--- src/settings_pkg.sv ---
// register map, field layout and timing constants of the device-settings block
// assumes a 25 MHz core clock and a 32-bit axi4-lite register bus
package settings_pkg;
  localparam int unsigned CLK_HZ = 25000000;
  localparam logic [31:0] SETTINGS_ADDR = 32'h0000_0000;
  localparam logic [31:0] STATUS_ADDR = 32'h0000_0004;
  localparam int WORD_W = 12;
  localparam logic [11:0] SETTINGS_RESET = 12'h007;
  localparam int REV_GUARD_BIT = 11;
  localparam int BLIND_HIGH_BIT = 10;
  localparam int BLIND_LOW_BIT = 9;
  localparam int DIAG_TEN_BIT = 2;
  localparam int DIAG_NINE_BIT = 1;
  localparam int DIAG_LOW_BIT = 0;
  localparam int unsigned FILTER_US = 150;
  localparam int unsigned BLIND_SHORT_US = 2500;
  localparam int unsigned BLIND_LONG_US = 5000;
  localparam int unsigned FILTER_CYC = FILTER_US * (CLK_HZ / 1000000);
  localparam int unsigned BLIND_SHORT_CYC = BLIND_SHORT_US * (CLK_HZ / 1000000);
  localparam int unsigned BLIND_LONG_CYC = BLIND_LONG_US * (CLK_HZ / 1000000);
  localparam int CNT_W = 18;
  localparam logic [1:0] RESP_OKAY = 2'h0;
  localparam logic [1:0] RESP_SLVERR = 2'h2;
endpackage : settings_pkg

--- src/device_settings_regs.sv ---
// device-settings word behind an axi4-lite slave, with the blind-time
// timer for channels 7 to 10 and per-channel diagnosis enables.
// assumes one clock domain; diagnosis start events come from the same clock.
// How it works
// - after reset the settings word is 0x007.
// - bit 11 turns the reverse-current comparator on for all channels.
// - blind-time field bits 10:9 only shape timing of channels 7 to 10.
// - lower blind bit clear gives the 150 us standard filter time.
// - lower blind bit set gives 2.5 ms, or 5 ms with upper bit set.
// - bits 2:0 can switch diagnosis currents off so lamps do not glow.
// - bit 0 governs channels 1-8, bit 1 channel 9, bit 2 channel 10.
// - cleared bit stops open-load/short-to-ground sensing; overload sensing stays.
module device_settings_regs
  import settings_pkg::*;
#(
  parameter int unsigned FILTER_CYCLES = FILTER_CYC,
  parameter int unsigned BLIND_SHORT_CYCLES = BLIND_SHORT_CYC,
  parameter int unsigned BLIND_LONG_CYCLES = BLIND_LONG_CYC
)
(
  input wire logic core_clk,
  input wire logic resetn,
  input wire logic [31:0] s_axi_awaddr,
  input wire logic s_axi_awvalid,
  output logic s_axi_awready,
  input wire logic [31:0] s_axi_wdata,
  input wire logic [3:0] s_axi_wstrb,
  input wire logic s_axi_wvalid,
  output logic s_axi_wready,
  output logic [1:0] s_axi_bresp,
  output logic s_axi_bvalid,
  input wire logic s_axi_bready,
  input wire logic [31:0] s_axi_araddr,
  input wire logic s_axi_arvalid,
  output logic s_axi_arready,
  output logic [31:0] s_axi_rdata,
  output logic [1:0] s_axi_rresp,
  output logic s_axi_rvalid,
  input wire logic s_axi_rready,
  input wire logic upper_off_start,
  output logic reverse_current_guard_enable,
  output logic [9:0] off_diag_enable,
  output logic [9:0] diag_current_enable,
  output logic [9:0] on_diag_enable,
  output logic upper_blind_active
);

  logic [11:0] settings_r;
  logic [11:0] settings_nxt;
  logic aw_held_r;
  logic aw_held_nxt;
  logic [31:0] aw_addr_r;
  logic [31:0] aw_addr_nxt;
  logic w_held_r;
  logic w_held_nxt;
  logic [31:0] w_data_r;
  logic [31:0] w_data_nxt;
  logic [3:0] w_strb_r;
  logic [3:0] w_strb_nxt;
  logic bvalid_r;
  logic bvalid_nxt;
  logic [1:0] bresp_r;
  logic [1:0] bresp_nxt;
  logic rvalid_r;
  logic rvalid_nxt;
  logic [31:0] rdata_r;
  logic [31:0] rdata_nxt;
  logic [1:0] rresp_r;
  logic [1:0] rresp_nxt;
  logic [CNT_W-1:0] blind_cnt_r;
  logic [CNT_W-1:0] blind_cnt_nxt;
  logic [CNT_W-1:0] blind_load;
  logic do_write;
  logic blind_active_r;
  logic blind_active_nxt;
  typedef enum logic [1:0] {SLOT_SETTINGS, SLOT_STATUS, SLOT_NONE} slot_type;

  // byte-lane merge, used for both lanes of the 12-bit word
  function automatic logic [11:0] merge_word(input logic [11:0] old_word,
                                             input logic [31:0] data,
                                             input logic [3:0] strb);
    logic [11:0] result;
    result = old_word;
    if (strb[0])
    begin
      result[7:0] = data[7:0];
    end
    if (strb[1])
    begin
      result[11:8] = data[11:8];
    end
    return result;
  endfunction : merge_word

  // one decoder for both paths, so reads and writes never disagree on the map
  function automatic slot_type decode_slot(input logic [31:0] addr);
    slot_type slot;
    if (addr == SETTINGS_ADDR)
    begin
      slot = SLOT_SETTINGS;
    end
    else if (addr == STATUS_ADDR)
    begin
      slot = SLOT_STATUS;
    end
    else
    begin
      slot = SLOT_NONE;
    end
    return slot;
  endfunction : decode_slot

  // a new write waits until the response is taken, so only one is ever in flight
  assign s_axi_awready = !aw_held_r && !bvalid_r;
  assign s_axi_wready = !w_held_r && !bvalid_r;
  assign s_axi_arready = !rvalid_r;
  assign s_axi_bvalid = bvalid_r;
  assign s_axi_bresp = bresp_r;
  assign s_axi_rvalid = rvalid_r;
  assign s_axi_rdata = rdata_r;
  assign s_axi_rresp = rresp_r;
  assign do_write = aw_held_r && w_held_r && !bvalid_r;

  // write path: address and data may arrive in either order
  always_comb
  begin
    aw_held_nxt = aw_held_r;
    aw_addr_nxt = aw_addr_r;
    w_held_nxt = w_held_r;
    w_data_nxt = w_data_r;
    w_strb_nxt = w_strb_r;
    bvalid_nxt = bvalid_r;
    bresp_nxt = bresp_r;
    settings_nxt = settings_r;
    if (s_axi_awvalid && s_axi_awready)
    begin
      aw_held_nxt = 1'b1;
      aw_addr_nxt = s_axi_awaddr;
    end
    if (s_axi_wvalid && s_axi_wready)
    begin
      w_held_nxt = 1'b1;
      w_data_nxt = s_axi_wdata;
      w_strb_nxt = s_axi_wstrb;
    end
    if (do_write)
    begin
      aw_held_nxt = 1'b0;
      w_held_nxt = 1'b0;
      bvalid_nxt = 1'b1;
      unique case (decode_slot(aw_addr_r))
        SLOT_SETTINGS:
        begin
          // reserved and unused bits are stored as written; the host clears bits 7:3 but not bit 8
          settings_nxt = merge_word(settings_r, w_data_r, w_strb_r);
          bresp_nxt = RESP_OKAY;
        end
        SLOT_STATUS:
        begin
          bresp_nxt = RESP_OKAY;
        end
        SLOT_NONE:
        begin
          bresp_nxt = RESP_SLVERR;
        end
      endcase
    end
    else if (bvalid_r && s_axi_bready)
    begin
      bvalid_nxt = 1'b0;
    end
  end

  // read path: one read in flight, answered the cycle after the address is taken
  always_comb
  begin
    rvalid_nxt = rvalid_r;
    rdata_nxt = rdata_r;
    rresp_nxt = rresp_r;
    if (s_axi_arvalid && s_axi_arready)
    begin
      rvalid_nxt = 1'b1;
      rresp_nxt = RESP_OKAY;
      unique case (decode_slot(s_axi_araddr))
        SLOT_SETTINGS:
        begin
          rdata_nxt = {20'h0_0000, settings_r};
        end
        SLOT_STATUS:
        begin
          rdata_nxt = {31'h0000_0000, upper_blind_active};
        end
        SLOT_NONE:
        begin
          rdata_nxt = 32'h0000_0000;
          rresp_nxt = RESP_SLVERR;
        end
      endcase
    end
    else if (rvalid_r && s_axi_rready)
    begin
      rvalid_nxt = 1'b0;
    end
  end

  // blind or filter window for channels 7 to 10 only
  always_comb
  begin
    if (!settings_r[BLIND_LOW_BIT])
    begin
      blind_load = CNT_W'(FILTER_CYCLES);
    end
    else if (settings_r[BLIND_HIGH_BIT])
    begin
      blind_load = CNT_W'(BLIND_LONG_CYCLES);
    end
    else
    begin
      blind_load = CNT_W'(BLIND_SHORT_CYCLES);
    end
    blind_cnt_nxt = blind_cnt_r;
    if (upper_off_start)
    begin
      blind_cnt_nxt = blind_load;
    end
    else if (blind_cnt_r != '0)
    begin
      blind_cnt_nxt = blind_cnt_r - CNT_W'(1);
    end
    // registered so the output cannot glitch while the count ripples down
    blind_active_nxt = (blind_cnt_nxt != '0);
  end

  assign upper_blind_active = blind_active_r;
  assign reverse_current_guard_enable = settings_r[REV_GUARD_BIT];

  // channels 1-8 share one bit; 9 and 10 each have their own
  always_comb
  begin
    diag_current_enable = {settings_r[DIAG_TEN_BIT], settings_r[DIAG_NINE_BIT],
                           {8{settings_r[DIAG_LOW_BIT]}}};
    off_diag_enable = diag_current_enable;
    on_diag_enable = 10'h3FF;
  end

  always_ff @(posedge core_clk or negedge resetn)
  begin
    if (!resetn)
    begin
      settings_r <= SETTINGS_RESET;
      aw_held_r <= 1'b0;
      aw_addr_r <= 32'h0000_0000;
      w_held_r <= 1'b0;
      w_data_r <= 32'h0000_0000;
      w_strb_r <= 4'h0;
      bvalid_r <= 1'b0;
      bresp_r <= 2'h0;
    end
    else
    begin
      settings_r <= settings_nxt;
      aw_held_r <= aw_held_nxt;
      aw_addr_r <= aw_addr_nxt;
      w_held_r <= w_held_nxt;
      w_data_r <= w_data_nxt;
      w_strb_r <= w_strb_nxt;
      bvalid_r <= bvalid_nxt;
      bresp_r <= bresp_nxt;
    end
  end

  always_ff @(posedge core_clk or negedge resetn)
  begin
    if (!resetn)
    begin
      rvalid_r <= 1'b0;
      rdata_r <= 32'h0000_0000;
      rresp_r <= 2'h0;
    end
    else
    begin
      rvalid_r <= rvalid_nxt;
      rdata_r <= rdata_nxt;
      rresp_r <= rresp_nxt;
    end
  end

  // a reset also ends any blind window that was running
  always_ff @(posedge core_clk or negedge resetn)
  begin
    if (!resetn)
    begin
      blind_cnt_r <= '0;
      blind_active_r <= 1'b0;
    end
    else
    begin
      blind_cnt_r <= blind_cnt_nxt;
      blind_active_r <= blind_active_nxt;
    end
  end

endmodule : device_settings_regs

--- config.mk ---
export PLATFORM = sky130hd
export DESIGN_NAME = device_settings_regs
export DESIGN_NICKNAME = d
export VERILOG_FILES = /design/src/settings_pkg.sv /design/src/device_settings_regs.sv
export SDC_FILE = /design/constraint.sdc
export NUM_CORES = 1
export LEC_CHECK = 0
export BUFFER_PORTS_ARGS = -buffer_cell sky130_fd_sc_hd__buf_2
export CAP_MARGIN = 20
export CORE_MARGIN = 5
export CORE_UTILIZATION = 40
export CTS_CLUSTER_SIZE = 10
export DETAILED_ROUTE_END_ITERATION = 7
export PLACE_DENSITY = 0.68
export SETUP_SLACK_MARGIN = 0.4
export SKIP_CTS_REPAIR_TIMING = 1
export SKIP_LAST_GASP = 1
export SYNTH_ARGS = -nofsm -noshare
export SYNTH_HDL_FRONTEND = slang
export SYNTH_SLANG_ARGS = --single-unit
--- constraint.sdc ---
create_clock -name core_clk -period 4.5 [get_ports core_clk]
set_input_delay 0.9 -clock core_clk [delete_from_list [all_inputs] [get_ports core_clk]]
set_output_delay 0.9 -clock core_clk [all_outputs]
set_load 0.01 [all_outputs]
==> summary.txt <==
Floorplanning
  • DIE HEIGHT: between 100 and 150 um
  • Initial core utilization: between 40 and 50%
  • Chip Width: between 100 and 150 um
  • Core area: ~0.011 sq mm
  • Top-Level Pins: 181
  • DIE AREA: around 0.014 sq mm
  • # rows: 39

Layout
  • Fillers: approximately 1100
  • Final Non-Filler Cells: 645
  • Layout area overhead: 16.80%
  • Layout cells sized above 1: between 40% and 50%
  • Antenna cells: 0
  • Fin nets: around 610
  • Sequential cell area: roughly 0.0024 sq mm
  • Final Cell Area: roughly 0.0054 sq mm
  • Multi-input logic area: about 0.0019 sq mm

CTS
  • Clock root cell: clkbuf_16
  • H-tree depth: 3
  • Worst-path clk slew: about 0.060 ns
  • Skew-Pair Late Insertion Delay: roughly 0.34 ns
  • Clock buffer count from CTS: 9
  • Clk buf depth: 2
  • CTS Sinks: 95
  • CTS tree: built

Synthesis
  • Synth cell types: between 50 and 60
  • Number of synthesized flops with an enable pin: 0
  • FF+latch count, synth: between 90 and 100
  • Synth warn: 0
  • Share of the synthesized area in the top cell type: between 40% and 50%
  • Most numerous cell in the Yosys netlist: dfrtp_1
  • Post-synthesis instance total: ~390
  • Post-synthesis cell area: 0.004633 sq mm
  • Post-synthesis sequential area ratio: between 50% and 60%
  • Synth Area per Inst: roughly 12 sq um
  • Synth area leader: dfrtp_1
  • Synth area leaders: dfrtp_1, mux2_2, buf_4
  • Ys async rst share: 100.0%
  • Leading cell types by count after synthesis: dfrtp_1, buf_4, mux2_2
  • Main flop type after synthesis: dfrtp_1

Routing
  • DR vias/cell: between 5 and 6
  • # DRC: 0
  • Vias: around 3200
  • Detail Route Antenna Nets: 0
  • Number of detailed-route iterations in the first pass: 4
  • Drt first-iter violations: around 110
  • WL final: about 10000 um
  • Per-cell routed wire length: 15.51 um

STA
  • Final Setup Violations: 0
  • FMAX: 329.6 MHz
  • Slew HR: about two fifths
  • Final Hold Fails: 0
  • Min Tclk post-route: between 3 and 4 ns
  • RSZ-0062 raised after global routing: false
  • Sum of negative setup slack: 0 ns
  • Hold WS: about 0.48 ns
  • Final period utilization: around two thirds
  • Clock Skew: about 0.009 ns
  • Final Max Slew Viols: 0
  • Worst-margin pin slew: 0.9019 ns

Power
  • Worst IR drop on VDD: between 0.0002 and 0.0003 V
  • Leakage Power: 2.540 nW
  • Power Density: roughly 460 mW/mm^2
  • Power after layout: roughly 2.5 mW

Placed design
  • Placed wire-length estimate: 7677 um
  • # port buffers: between 100 and 150
  • Placed cell count: 629
  • Placer congestion estimate: between 0.8 and 0.9
  • Placed instance area: a little over 0.005 sq mm

Global route
  • Number of global-route vias before repair: ~3500
  • Congestion Overflow GR: 0
  • Pin count of the biggest net entering global routing: 65
  • Initial antenna violation count: 0
  • First-pass GRT wire length: about 17000 um
  • GR Util All Layers: ~15%

Worst setup path
  • R2R Path End: upper_blind_active
  • Flop2flop setup slack: between 1 and 1.5 ns
  • Crit path from: blind_cnt_r[0]
  • CP top delay family: simple AND/OR/NAND/NOR gates
  • Startpoint types: flop
  • Critical path capture point type: flop
  • Critical Path RT: about 4.7 ns
  • CP max-delay cell: or4_1
  • Reg2reg start: blind_cnt_r[0]
  • Worst Path Buf+Inv: 1
  • Max stage delay on crit path: between 0.5 and 0.6 ns
  • R2R depth: 8
  • CP cell instances: inv_1 -> ha_1 -> nor3b_4 -> nand2_1 -> and4bb_1 -> mux2i_1 -> or4b_1 -> or4_1
  • CP Max Fanout: 9
  • Critical path class: flop to flop
  • Arrival @ worst endpoint: roughly 3.2 ns

Outcome
  • Outcome: completed

Min path
  • Min-delay src: s_axi_bresp[1]
  • Hold Crit Depth: 2
  • WHS Endpoint: s_axi_bresp[1]
  • Hold Path Class: flop to flop

Flow run
  • Maxcap violations: 0
## how the worst max path moves through the flow
stage | to | cells past startpoint | slack (ns)
2_1_floorplan | upper_blind_active | 8 | 1.81
3_3_place_gp | upper_blind_active | 7 | 1.30
3_5_place_dp | upper_blind_active | 7 | 1.26
4_1_cts | upper_blind_active | 8 | 1.45
5_1_grt | upper_blind_active | 8 | 1.24
6_report | upper_blind_active | 8 | 1.47
## worst register-to-register path: cells and delay by family (launching register included)
| kind | cells | cell delay [ns] |
|---|---|---|
| multiplexers | 1 | 0.28 |
| adder cells (fa/ha/maj) | 1 | 0.20 |
| AND/OR/NAND/NOR | 5 | 1.86 |
| flip-flops | 1 | 0.44 |
| buffers and inverters | 1 | 0.12 |
## sequential cells by signal, indices dropped and copies added, names as in the netlist
name                flops
s_axi_bvalid            1
aw_held_r               1
settings_r             12
w_data_r               12
s_axi_rvalid            1
aw_addr_r              32
upper_blind_active      1
blind_cnt_r            18
w_strb_r                2
s_axi_rdata            12
s_axi_rresp             1
w_held_r                1
s_axi_bresp             1
## layout make-up
cell class / count / area share, %
clock buffer: 11 / 4.301
clock inverter: 5 / 1.064
inverter: 8 / 0.5549
multi-input combinational: 254 / 34.66
sequential: 95 / 44.00
tap: 143 / 3.306
timing repair buffer: 129 / 12.12
## routing by layer
layer	wire (um)	track usage (%)
met5	0	0
met4	73	2.581
met3	1150	7.160
met2	4967	25.74
met1	3814	16.27
## placed cells by master (no fill, tap or decap), types with 2 or more instances in the layout
| cell type | count |
|---|---|
| or4_1 | 3 |
| dfstp_2 | 3 |
| mux2_1 | 7 |
| clkbuf_16 | 9 |
| mux2i_1 | 2 |
| nor2b_1 | 6 |
| clkbuf_1 | 2 |
| a21oi_1 | 10 |
| conb_1 | 32 |
| a31oi_1 | 3 |
| mux2_2 | 53 |
| nor4_2 | 3 |
| nor4_1 | 15 |
| o21ai_0 | 9 |
| nor2_1 | 21 |
| nand4_1 | 4 |
| buf_4 | 4 |
| buf_2 | 125 |
| o21a_1 | 2 |
| o211ai_1 | 2 |
| inv_1 | 8 |
| nand3_1 | 7 |
| nor4_4 | 2 |
| or4b_1 | 2 |
| nand2b_1 | 3 |
| xnor2_1 | 3 |
| xor2_1 | 3 |
| nor3_1 | 6 |
| and2_1 | 5 |
| clkinv_2 | 2 |
| a21boi_0 | 2 |
| a22o_1 | 12 |
| nand2_1 | 15 |
| dfrtp_1 | 92 |
## per-stage QoR
| stage | setup WS, ns | util [%] |
|---|---|---|
| global placement | 1.298 | 45.04 |
| CTS | 1.450 | 47.60 |
| floorplan | 1.809 | - |
| global route | 1.242 | 47.60 |
| finish | 1.466 | 47.60 |
| detailed placement | 1.261 | 45.04 |
## kinds of logic after synthesis
group / after synthesis / synth area share [%]
AO/OA/AOI/OAI: 51 / 8.048
flip-flops: 95 / 51.39
XOR/XNOR: 6 / 1.134
multiplexers: 62 / 15.01
buffers and inverters: 74 / 10.61
AND/OR/NAND/NOR: 102 / 13.37
adder cells (fa/ha/maj): 1 / 0.2700
other: 2 / 0.1621
## report_power, final
group / switching (mW) / internal (mW)
logic: 0.209 / 0.288
registers: 0.134 / 1.09
clock network: 0.310 / 0.432
(Power assumes the default switching activity.)
